[src/pkg/ptbp_defines.vh]
// Purpose : Shared constants for the PCI target back-end port
// Assumes : Included by the back-end port; the FIFO takes its sizes as parameters
// Notes   : Command codes follow the PCI bus command encoding
`ifndef PTBP_DEFINES_VH
`define PTBP_DEFINES_VH

// PCI command codes on the command/byte-enable port
`define PTBP_CMD_IO_READ    4'h2
`define PTBP_CMD_IO_WRITE   4'h3
`define PTBP_CMD_MEM_READ   4'h6
`define PTBP_CMD_MEM_WRITE  4'h7
`define PTBP_CMD_CFG_READ   4'hA
`define PTBP_CMD_CFG_WRITE  4'hB
`define PTBP_CMD_MEM_RDM    4'hC
`define PTBP_CMD_MEM_RDL    4'hE
`define PTBP_CMD_MEM_WRI    4'hF

// Front-end request kinds
`define PTBP_REQ_READ       1'b0
`define PTBP_REQ_WRITE      1'b1

// Default depth and widths
`define PTBP_FIFO_DEPTH     4
`define PTBP_DATA_W         32
`define PTBP_BE_W           4

// Reset values
`define PTBP_RST_WORD       32'h0000_0000
`define PTBP_RST_NIB        4'hF

`endif

[src/rtl/ptbp_backend_port.v]
// Purpose : Back-end transaction port of a 32-bit PCI target core
// Assumes : Single PCI clock; the front end hands in decoded bus phases
// Notes   : Write words pass a 4-word FIFO before reaching user logic
`timescale 1ns/10ps
`include "ptbp_defines.vh"
module ptbp_backend_port #(
  parameter FIFO_DEPTH = `PTBP_FIFO_DEPTH,
  parameter FIFO_AW    = 2
) (
  // Clock and reset
  input  wire        ref_clk,
  input  wire        rst,
  // Front-end request: start of transaction
  input  wire        fe_start_valid,
  output wire        fe_start_ready,
  input  wire [31:0] fe_addr,
  input  wire [3:0]  fe_cmd,
  // Front-end data phases
  input  wire        fe_data_valid,
  output wire        fe_data_ready,
  input  wire [31:0] fe_wdata,
  input  wire [3:0]  fe_byte_en_n,
  input  wire        fe_last,
  // Front-end read return and busy flag
  output reg         fe_rdata_valid,
  output reg  [31:0] fe_rdata,
  output reg         fe_busy,
  // Back-end user port
  output reg  [31:0] addr_wdata_port,
  output reg  [3:0]  cmd_byte_en_port,
  output reg         addr_valid,
  output reg         addr_inc,
  output reg         user_write,
  output reg         config_write,
  input  wire        read_cmd_hit,
  input  wire        write_cmd_hit,
  input  wire        user_select,
  input  wire        user_ready,
  input  wire [31:0] user_read_data,
  input  wire [31:0] config_read_data
);

  ////////////////////////////////////////////////////////////////////////////
  // State and storage

  localparam ST_IDLE  = 2'd0;
  localparam ST_WRITE = 2'd1;
  localparam ST_READ  = 2'd2;
  localparam ST_DONE  = 2'd3;

  reg  [1:0]  state_q;
  reg  [1:0]  state_d;
  reg         is_cfg_q;
  reg         rd_last_q;
  wire        fifo_out_valid;
  wire [36:0] fifo_out_data;
  wire        fifo_pop;
  wire        rd_xfer;
  wire        fe_data_ready_w;

  // Configuration commands are routed to the config space, not user logic
  function ptbp_is_cfg;
    input [3:0] c;
    begin
      ptbp_is_cfg = (c == `PTBP_CMD_CFG_READ) || (c == `PTBP_CMD_CFG_WRITE);
    end
  endfunction

  // Write direction by the PCI command encoding (low bit set on writes)
  function ptbp_is_wr;
    input [3:0] c;
    begin
      ptbp_is_wr = (c == `PTBP_CMD_IO_WRITE) || (c == `PTBP_CMD_MEM_WRITE) ||
                   (c == `PTBP_CMD_CFG_WRITE) || (c == `PTBP_CMD_MEM_WRI);
    end
  endfunction

  ////////////////////////////////////////////////////////////////////////////
  // Write data buffer: FIFO back-pressure stalls the front end's data phases
  // The drain never stalls, so a deeper buffer would only cost area; four
  // words still ride out a front end that delivers in short bursts

  ptbp_fifo #(
    .WIDTH (37),
    .DEPTH (FIFO_DEPTH),
    .AW    (FIFO_AW)
  ) u_wr_fifo (
    .ref_clk   (ref_clk),
    .rst       (rst),
    .in_valid  (fe_data_valid & (state_q == ST_WRITE)),
    .in_ready  (fe_data_ready_w),
    .in_data   ({fe_last, fe_byte_en_n, fe_wdata}),
    .out_valid (fifo_out_valid),
    .out_ready (fifo_pop),
    .out_data  (fifo_out_data)
  );

  // Writes drain one word per cycle; reads pace on the user handshake
  // A read data phase is refused while an offer is still open to the user
  assign fifo_pop       = fifo_out_valid & (state_q == ST_WRITE);
  assign rd_xfer        = addr_inc & user_ready & (state_q == ST_READ);
  assign fe_data_ready  = (state_q == ST_WRITE) ? fe_data_ready_w :
                          (state_q == ST_READ) & ~addr_inc;
  assign fe_start_ready = (state_q == ST_IDLE);

  ////////////////////////////////////////////////////////////////////////////
  // Transaction sequencing

  always @*
  begin
    state_d = state_q;
    case (state_q)
      ST_IDLE:
        if (fe_start_valid)
          state_d = ptbp_is_wr(fe_cmd) ? ST_WRITE : ST_READ;
      ST_WRITE:
        if (fifo_pop & fifo_out_data[36])
          state_d = ST_DONE;
      ST_READ:
        if (rd_xfer & rd_last_q)
          state_d = ST_DONE;
      ST_DONE:
        state_d = ST_IDLE;
      default:
        state_d = ST_IDLE;
    endcase
  end

  // Port drive: strobe first cycle, then data phases
  always @(posedge ref_clk)
  begin
    if (rst)
    begin
      state_q          <= ST_IDLE;
      is_cfg_q         <= 1'b0;
      rd_last_q        <= 1'b0;
      addr_wdata_port  <= `PTBP_RST_WORD;
      cmd_byte_en_port <= `PTBP_RST_NIB;
      addr_valid       <= 1'b0;
      addr_inc         <= 1'b0;
      user_write       <= 1'b0;
      config_write     <= 1'b0;
      fe_rdata_valid   <= 1'b0;
      fe_rdata         <= `PTBP_RST_WORD;
      fe_busy          <= 1'b0;
    end
    else
    begin
      state_q        <= state_d;
      addr_valid     <= 1'b0;
      fe_rdata_valid <= 1'b0;
      fe_busy        <= (state_d != ST_IDLE);
      if (state_q != ST_WRITE)
        addr_inc <= 1'b0;
      case (state_q)
        ST_IDLE:
          if (fe_start_valid)
          begin
            addr_wdata_port  <= fe_addr;
            cmd_byte_en_port <= fe_cmd;
            addr_valid       <= 1'b1;
            is_cfg_q         <= ptbp_is_cfg(fe_cmd);
          end
        ST_WRITE:
        begin
          // Hit sampled in the strobe cycle, held for the burst
          if (addr_valid)
          begin
            user_write   <= write_cmd_hit & user_select & ~is_cfg_q;
            config_write <= is_cfg_q;
          end
          // Advance pulses once per delivered word; user cannot refuse it
          addr_inc <= fifo_pop;
          if (fifo_pop)
          begin
            addr_wdata_port  <= fifo_out_data[31:0];
            cmd_byte_en_port <= fifo_out_data[35:32];
          end
        end
        ST_READ:
        begin
          // Offer acceptance; hold it until the user supplies a word
          if (rd_xfer)
          begin
            addr_inc       <= 1'b0;
            fe_rdata_valid <= 1'b1;
            // Both sources share one handshake; only the word's origin differs
            fe_rdata       <= is_cfg_q ? config_read_data : user_read_data;
          end
          else if (addr_inc)
            addr_inc <= 1'b1;
          else if (fe_data_valid)
          begin
            addr_inc         <= 1'b1;
            cmd_byte_en_port <= fe_byte_en_n;
            rd_last_q        <= fe_last;
          end
        end
        ST_DONE:
        begin
          user_write   <= 1'b0;
          config_write <= 1'b0;
          rd_last_q    <= 1'b0;
        end
        default:
          user_write <= 1'b0;
      endcase
    end
  end

endmodule // ptbp_backend_port

[src/rtl/ptbp_fifo.v]
// Purpose : Small synchronous FIFO with valid/ready on both sides
// Assumes : One clock, synchronous active-high reset
// Notes   : Full and empty are exact; no bypass, one cycle latency
`timescale 1ns/10ps
module ptbp_fifo #(
  parameter WIDTH = 36,
  parameter DEPTH = 4,
  parameter AW    = 2
) (
  // Clock and reset
  input  wire             ref_clk,
  input  wire             rst,
  // Fill side
  input  wire             in_valid,
  output wire             in_ready,
  input  wire [WIDTH-1:0] in_data,
  // Drain side
  output wire             out_valid,
  input  wire             out_ready,
  output wire [WIDTH-1:0] out_data
);

  reg [WIDTH-1:0] mem_q [0:DEPTH-1];
  reg [AW-1:0]    wr_ptr_q;
  reg [AW-1:0]    rd_ptr_q;
  reg [AW:0]      count_q;
  wire            push;
  wire            pop;

  // Pointer wrap shared by both ends
  function [AW-1:0] ptbp_next;
    input [AW-1:0] p;
    begin
      if (p == DEPTH[AW-1:0] - 1'b1)
        ptbp_next = {AW{1'b0}};
      else
        ptbp_next = p + 1'b1;
    end
  endfunction

  assign in_ready  = (count_q != DEPTH[AW:0]);
  assign out_valid = (count_q != {(AW+1){1'b0}});
  assign out_data  = mem_q[rd_ptr_q];
  assign push      = in_valid & in_ready;
  assign pop       = out_valid & out_ready;

  // Storage is not reset; only pointers and the count carry control state
  always @(posedge ref_clk)
  begin
    if (push)
      mem_q[wr_ptr_q] <= in_data;
  end

  // Pointer and occupancy update
  always @(posedge ref_clk)
  begin
    if (rst)
    begin
      wr_ptr_q <= {AW{1'b0}};
      rd_ptr_q <= {AW{1'b0}};
      count_q  <= {(AW+1){1'b0}};
    end
    else
    begin
      if (push)
        wr_ptr_q <= ptbp_next(wr_ptr_q);
      if (pop)
        rd_ptr_q <= ptbp_next(rd_ptr_q);
      if (push & ~pop)
        count_q <= count_q + 1'b1;
      else if (pop & ~push)
        count_q <= count_q - 1'b1;
    end
  end

endmodule // ptbp_fifo

[config.mk]
export PLATFORM = sky130hd
export DESIGN_NAME = ptbp_backend_port
export DESIGN_NICKNAME = d
export VERILOG_FILES = /design/src/rtl/ptbp_backend_port.v /design/src/rtl/ptbp_fifo.v
export VERILOG_INCLUDE_DIRS = /design/src /design/src/pkg
export SDC_FILE = /design/constraint.sdc
export NUM_CORES = 1
export LEC_CHECK = 0
export BUFFER_PORTS_ARGS = -buffer_cell sky130_fd_sc_hd__buf_2
export CORE_AREA = 2 2 136 138
export DETAILED_ROUTE_END_ITERATION = 16
export DIE_AREA = 0 0 138 140
export PLACE_DENSITY_LB_ADDON = 0.08
export SLEW_MARGIN = 20
export SYNTH_ARGS = -nofsm -noshare
export SYNTH_HDL_FRONTEND = slang
export SYNTH_HIERARCHICAL = 1
export SYNTH_SLANG_ARGS = --single-unit
[constraint.sdc]
create_clock -name ref_clk -period 4.1 [get_ports ref_clk]
set_clock_uncertainty 0.1 [all_clocks]
set_input_delay 1.23 -clock ref_clk [delete_from_list [all_inputs] [get_ports ref_clk]]
set_output_delay 1.23 -clock ref_clk [all_outputs]
set_load 0.01 [all_outputs]
==> metrics, run 1 <==
status=finished, final reports clean; Net Count, Synth=782; Max Freq=291 MHz; Vias/cell=5.51; pins over their slew limit=0; H-tree depth=1; most frequent cells in the layout=218 x buf_2, 148 x edfxtp_1, 84 x dfxtp_1; startpoint types=flop; Static Leakage=4.34 nW; Rel. slew slack=0.292; peak supply drop=0.000451 V; hpwl dp=14,300 um; commonest non-fill, non-tap cell in the layout=buf_2; Final setup viols=0; setup repair after global routing missed its margin=no; Die Ht=140 um; first-pass GRT wire length=33,100 um; Hold Path Cell Cnt=1; synth unique cells=41; CTS max path bufs=3; average size of a mapped cell=15.4 um2; via count=5,963; Hold Crit Class=reg -> reg; fin crit share=0.838; utilization after layout=0.660; Synth Flop Type=edfxtp_1; area grow syn2layout=22.3%; crit path max fanout=26; number of DRC markers in iteration 0=276; initial antenna violation count=1; overall routing resource usage=0.215; cts-stage hold buffer count=0; Least-Margin Pin Slew=1.06 ns; post-CTS sizing=0; die area=0.0193 mm2; minimum clock period=3.43 ns; DRT Pass-1 Iters=4; Yosys top cell area share=0.463; Critical Path RT=2.77 ns; gp weighted congestion=0.945; Fin. Hold Viols=0; Tot Pwr=6.28 mW; Worst Path Class, Setup=reg -> out; cell accounting for the most synthesized area=edfxtp_1; Reg2Reg Depth=10; register area share after synthesis=0.645; Overflow after GRT=0; drt wl/cell=19.5 um; Worst Setup End Kind=primary output; number of flops mapped to enable cells by yosys=148; worst skew pair latency=0.51 ns; CORE AREA=0.0178 mm2; CTS Buf Count=25; PD cells=535 mW/mm2; Cells after Synth=624; Netlist Area Pre-Place=0.00959 mm2; fill count=1,316; vias in the first global route=6,246; I/O pins=221; TNS Setup=0 ns; starting density of the core=0.540; DRC viols=0; CTS tree=yes; Yosys reg bits=235; Post-CTS Setup Bufs=0; CP arrival=2.10 ns; CTS root buffer=clkbuf_16; port bufs=219; Worst-path clk slew=0.06 ns; max-cap viol count=0; antenna-violating nets left=0; YS warnings=6; fraction of layout cells with a size suffix above 1=0.411; row count=49; Die X=138 um; # clock sinks=235; largest net degree at the start of global routing=65; largest cells by area after synthesis=edfxtp_1 46%, dfxtp_1 18%, mux4_2 8.7%; Detailed Route WL=21,100 um; layout net count=992; async set-reset flop share out of synthesis=0
==> report_power, final <==
part	total [mW]	switching (mW)	internal (mW)	leakage, nW
logic	1.05	0.605	0.447	1.84
clock network	2.44	0.887	1.55	0.451
registers	2.79	0.102	2.69	2.05
==> worst paths after layout <==
check                         endpoint  slack, ns                start
setup / recovery         fe_data_ready       0.67           state_q[1]
hold / removal     cmd_byte_en_port[0]       0.36  cmd_byte_en_port[0]
setup reg to reg  u_wr_fifo/count_q[2]       0.86           state_q[1]
hold reg to reg    cmd_byte_en_port[0]       0.36  cmd_byte_en_port[0]
==> stage by stage <==
stage	hold slack (ns)	instance area (um2)	setup WS [ns]	cells
6_report	0.360	11700	0.665	1083
5_1_grt	0.389	11700	0.498	1082
4_1_cts	0.361	11700	0.596	1081
3_5_place_dp	0.346	10800	0.794	1035
3_3_place_gp	0.345	10800	0.881	1035
2_1_floorplan	0.356	9590	1.09	624
==> Yosys cell counts (all sizes together) (2+ instances only) <==
cell type,number
nor2,78
a211o,4
buf,33
and3,5
xor2,2
ha,12
inv,9
clkbuf,11
nor3,4
dfxtp,87
o21ai,6
a211oi,69
nand2,6
a21oi,9
nand2b,7
a22oi,4
nand3,4
mux2i,70
o31ai,2
mux4,37
edfxtp,148
and2,4
or3,3
==> cell families (layout without fill, tap and decap cells) <==
family                   Yosys count  count (layout)  share of synthesized area
AO/OA/AOI/OAI                    100             100                     0.0923
flip-flops                       235             235                      0.645
multiplexers                     107             107                      0.160
XOR/XNOR                           2               2                    0.00183
AND/OR/NAND/NOR                  114             114                     0.0527
buffers and inverters             53             282                     0.0308
adder cells (fa/ha/maj)           13              13                     0.0177
other                              0               1                          0
==> area by class of cell <==
cell class / count / area (um2) / area share
antenna: 1 / 2.50 / 0.000213
clock buffer: 32 / 714 / 0.0609
clock inverter: 14 / 203 / 0.0173
inverter: 9 / 33.8 / 0.00288
multi-input combinational: 336 / 3120 / 0.266
sequential: 235 / 6190 / 0.527
tap: 229 / 287 / 0.0244
timing repair buffer: 227 / 1180 / 0.101
==> worst max-delay path: stages, from the launching register on <==
cell and delay, ns:
dfxtp_1 0.35, inv_1 0.13, ha_2 0.69, o21ai_0 0.23, buf_2 0.19
==> metal layers <==
metal	track usage	up-vias	wire (um)
li1	-	2828	-
met1	0.254	2915	8350
met2	0.390	192	11000
met3	0.0571	26	1380
met4	0.0569	2	416
met5	0	-	7
==> flip-flops by register name (all words and copies together) (netlist names), named ones only <==
name / count
u_wr_fifo/rd_ptr_q: 2
fe_rdata_valid: 1
rd_last_q: 1
config_write: 1
fe_rdata: 32
cmd_byte_en_port: 4
addr_wdata_port: 32
addr_inc: 1
is_cfg_q: 1
user_write: 1
state_q: 2
u_wr_fifo/wr_ptr_q: 2
u_wr_fifo/count_q: 3
addr_valid: 1
u_wr_fifo/mem_q: 148
fe_busy: 1
(Power assumes the default switching activity.)
==> run 2: changes to the inputs <==
Settings changed: ABC_AREA set to 1, CORE_AREA 2 2 136 138 to 2 2 140 142, DIE_AREA 0 0 138 140 to 0 0 142 144.
Clock period 4.1 ns to 3.4 ns, I/O delays scaled along.
==> run 2 against run 1 <==
Compared with the run above:
- hold slack worse by 0.020 ns
- cell area is 2.6% higher
- register-to-register slack hardly changed
- first-iteration DRC count is 44% higher
- sequential power is 14% higher
- largest power group unchanged
- critical endpoint unchanged
- die area is 5.8% higher
==> metrics, run 2 <==
Critical Path RT=2.28 ns; vias in the first global route=7,194; antenna-violating nets left=0; utilization after layout=0.631; most frequent cells in the layout=312 x nand2_1, 219 x buf_2, 161 x nor2_1; cell accounting for the most synthesized area=edfxtp_1; Cells after Synth=1,105; pins over their slew limit=0; commonest non-fill, non-tap cell in the layout=nand2_1; sw frac=0.240; Die Ht=144 um; number of DRC markers in iteration 0=397; Netlist Area Pre-Place=0.0100 mm2; Top Registers=u_wr_fifo/mem_q (148), addr_wdata_port (32), fe_rdata (32); routed wl met3=1570 um; gp weighted congestion=0.805; initial antenna violation count=5; net switching power figure=1.49 mW; Cell Int Power=4.74 mW; CORE AREA=0.0191 mm2; CTS tree=yes; final cell count without fillers=1,565; Comb pwr share=0.111; DRT Pass-1 Iters=5; Net Count, Synth=1,263; Worst Setup End Kind=primary output; H-tree depth=1; cts-stage hold buffer count=0; Yosys reg bits=235; first-pass GRT wire length=36,800 um; Overflow after GRT=0; fraction of layout cells with a size suffix above 1=0.211; CTS max path bufs=3; minimum clock period=3.07 ns; layout net count=1,465; # clock sinks=235; YS warnings=6; status=finished, final reports clean; die area=0.0204 mm2; area grow syn2layout=19.9%; fin crit share=0.902; most common cell in the netlist=nand2_1; register share of total power=0.511; via count=7,824; overall routing resource usage=0.229; row count=51; average size of a mapped cell=9.09 um2; Hold Crit Class=reg -> reg; Hold Slack=0.340 ns; startpoint types=flop; largest net degree at the start of global routing=75; Max Freq=326 MHz; max-cap viol count=0; hpwl dp=15,500 um; internal reg-to-reg setup slack=0.85 ns; I/O pins=221; setup repair after global routing missed its margin=no; Reg with most FFs=u_wr_fifo/mem_q; PD cells=517 mW/mm2; DRC viols=0; Fin. Hold Viols=0; CP arrival=1.95 ns; CTS Buf Count=24; Worst-path clk slew=0.06 ns; Rel. slew slack=0.368; Detailed Route WL=23,900 um; Static Leakage=5.30 nW; drt wl/cell=15.3 um; peak supply drop=0.000385 V; routed wl met2=11,300 um; clock power share=0.378; final worst slack=0.332 ns; wl on met1=10,700 um; Vias/cell=5.00; Worst Path Class, Setup=reg -> out; post-CTS sizing=0; Yosys top cell area share=0.443; Final setup viols=0; CTS root buffer=clkbuf_16; uppermost layer routed=met5; max reg flops=148; number of flops mapped to enable cells by yosys=148; register area share after synthesis=0.616; Least-Margin Pin Slew=0.947 ns; Die X=142 um; Synth Flop Type=edfxtp_1; dpl ws=0.792 ns; port bufs=219; largest cells by area after synthesis=edfxtp_1 44%, dfxtp_1 17%, nand2_1 12%; top cells by count, synth=312 x nand2_1, 165 x nor2_1, 148 x edfxtp_1; Post-CTS Setup Bufs=0; placed insts=1,519; synth unique cells=29; worst skew pair latency=0.51 ns; crit path max fanout=13; starting density of the core=0.526; async set-reset flop share out of synthesis=0
run 2: cell types whose count changed after synthesis, moves of 37 or more:
cell and change:
o21ai_0 +87, nor2_1 +87, inv_1 +89, mux4_2 -37
o22ai_1 +37, a211oi_1 -38, mux2i_1 -70, nand2_1 +306
run 2: through the flow:
stage	total power [mW]	area, um2	TNS (ns)
after floorplan	3.66	10000	-0.510
after global placement	3.93	11300	0
after detailed placement	3.94	11300	0
after CTS	6.29	12000	0
after global routing	6.52	12000	0
final	6.23	12000	0
run 2: final timing paths:
| kind | from | to | cells after the start |
|---|---|---|---|
| worst min-delay path | fe_rdata[17] | fe_rdata[17] | 2 |
| worst min register to register | fe_rdata[17] | fe_rdata[17] | 2 |
| worst max-delay path | state_q[0] | fe_data_ready | 5 |
| worst max register to register | state_q[1] | addr_wdata_port[31] | 8 |
run 2: power groups by stage:
stage / sequential, mW / combinational [mW] / clock [mW]
finish: 3.18 / 0.691 / 2.36
global placement: 3.24 / 0.687 / 0
floorplan: 3.28 / 0.373 / 0
CTS: 3.18 / 0.699 / 2.41
detailed placement: 3.24 / 0.691 / 0
global route: 3.19 / 0.799 / 2.53
run 2: cell families after synthesis:
family                   Yosys count  synth area share
AO/OA/AOI/OAI                    202             0.108
adder cells (fa/ha/maj)           13            0.0169
XOR/XNOR                           1          0.000873
AND/OR/NAND/NOR                  493             0.187
buffers and inverters            161            0.0708
flip-flops                       235             0.616
run 2: metal layers:
layer	vias up	track usage
li1	4016	-
met1	3554	0.304
met2	224	0.391
met3	26	0.0434
met4	4	0.0611
met5	-	0
run 2: area by class of cell:
class / count / area [um2]
well taps: 238 / 298
diodes: 3 / 7.51
repair buffers: 236 / 1290
multi-input cells: 709 / 3180
clock inverters: 11 / 51.3
flip-flops and latches: 235 / 6190
inverters: 101 / 379
clock buffers: 32 / 652
fillers: 1667 / 7040
run 2: worst max-delay path: stages, from the launching register on:
cell and delay, ns:
dfxtp_1 0.36, inv_1 0.14, ha_1 0.48, inv_1 0.08, o31ai_1 0.21, buf_2 0.17
==> run 3: changes to the inputs <==
Settings changed: CORE_AREA 2 2 140 142 to 2 2 139 141, DIE_AREA 0 0 142 144 to 0 0 141 143.
Clock period 3.4 ns to 3.7 ns, I/O delays scaled along.
==> run 3 against run 2 <==
Compared with the run above:
- register-to-register slack better by 0.03 ns
- sequential power down 8.2%
- hold slack better by 0.0018 ns
- non-clock buffer count up 1
- via count down 0.28%
- clock power up 10%
==> metrics, run 3 (same netlist as run 2, synthesis figures left out) <==
internal reg-to-reg setup slack=0.88 ns; final worst slack=0.410 ns; crit path max fanout=13; fin crit share=0.889; Reg with most FFs=u_wr_fifo/mem_q; post-CTS sizing=0; Die X=141 um; dpl ws=0.715 ns; Fin. Hold Viols=0; layout net count=1,467; CTS Buf Count=25; overall routing resource usage=0.230; Reg2Reg Depth=15; worst r2r dst=u_wr_fifo/count_q[2]; Worst-path clk slew=0.06 ns; Tot Pwr=6.18 mW; CP arrival=2.08 ns; Critical Path RT=2.49 ns; dpl cell area=0.0113 mm2; H-tree depth=1; CTS max path bufs=3; drt wl/cell=15.4 um; Vias/cell=5.00; die area=0.0202 mm2; final cell count without fillers=1,561; max reg flops=148; DRC viols=0; # clock sinks=235; Post-CTS Setup Bufs=0; most frequent cells in the layout=312 x nand2_1, 219 x buf_2, 161 x nor2_1; peak supply drop=0.000401 V; row count=50; worst skew pair latency=0.51 ns; largest net degree at the start of global routing=49; Hold Path Cell Cnt=2; Hold Path Sink=fe_rdata[8]; CORE AREA=0.0186 mm2; Worst Path Class, Setup=reg -> out; pins over their slew limit=0; worst r2r src=state_q[1]; Die Ht=143 um; initial antenna violation count=4; fraction of layout cells with a size suffix above 1=0.214; Least-Margin Pin Slew=1.00 ns; min-delay src=fe_rdata[8]; commonest non-fill, non-tap cell in the layout=nand2_1; PD cells=509 mW/mm2; startpoint types=flop; Overflow after GRT=0; number of DRC markers in iteration 0=405; setup repair after global routing missed its margin=no; max-cap viol count=0; area grow syn2layout=21.0%; Max Freq=304 MHz; Detailed Route WL=24,100 um; cts-stage hold buffer count=0; I/O pins=221; antenna-violating nets left=0; CTS tree=yes; CTS root buffer=clkbuf_16; placed insts=1,516; port bufs=219; Hold Slack=0.342 ns; TNS Setup=0 ns; Rel. slew slack=0.329; Hold Crit Class=reg -> reg; Top Registers=u_wr_fifo/mem_q (148), addr_wdata_port (32), fe_rdata (32); hpwl dp=15,800 um; Final setup viols=0; Worst Setup End Kind=primary output; final instance area=0.0121 mm2; minimum clock period=3.29 ns; first-pass GRT wire length=36,500 um; gp weighted congestion=0.797; starting density of the core=0.540; vias in the first global route=7,046; status=finished, final reports clean; DRT Pass-1 Iters=5; via count=7,802; Static Leakage=5.37 nW; utilization after layout=0.654
## run 3: cell count changes in the layout (fill, tap and decap cells not counted)
cell | before | now
clkinv_4 | 0 | 1
clkbuf_1 | 7 | 3
clkinvlp_4 | 1 | 0
bufinv_16 | 0 | 6
clkinv_2 | 5 | 3
diode_2 | 3 | 2
buf_12 | 5 | 1
buf_4 | 12 | 17
## run 3: worst max-delay path by stage
stage / start / endpoint / slack [ns] / cells after the start
final: state_q[0] / fe_data_ready / 0.41 / 5
after global routing: state_q[0] / fe_data_ready / 0.29 / 5
after CTS: state_q[0] / fe_data_ready / 0.37 / 5
after detailed placement: fe_data_valid / u_wr_fifo/count_q[2] / 0.71 / 14
after global placement: fe_data_valid / u_wr_fifo/count_q[2] / 0.73 / 14
after floorplan: fe_data_valid / u_wr_fifo/mem_q[0][0] / 0.21 / 4
## run 3: layer usage
metal  vias up  track usage  share of wire
met5         -            0         0.0011
met2       231        0.394           0.48
li1       4023            -              -
met1      3504        0.294           0.43
met4         4       0.0800          0.027
met3        40       0.0483          0.065
## run 3: cell type report
| class | instances | area (um2) |
|---|---|---|
| fill | 1574 | 6430 |
| sequential | 235 | 6190 |
| multi-input combinational | 709 | 3180 |
| timing repair buffer | 237 | 1240 |
| clock buffer | 28 | 637 |
| inverter | 101 | 379 |
| tap | 234 | 293 |
| clock inverter | 15 | 223 |
| antenna | 2 | 5.00 |
## run 3: power by group
part	internal, mW	total [mW]	switching (mW)
registers	2.88	2.92	0.0451
logic	0.249	0.656	0.407
clock network	1.64	2.60	0.957
## run 3: worst max-delay path, cell delays in order (launching register included)
cell     delay (ns)
dfxtp_1        0.35
inv_1          0.15
ha_1           0.52
inv_1          0.08
o31ai_1        0.27
buf_2          0.19
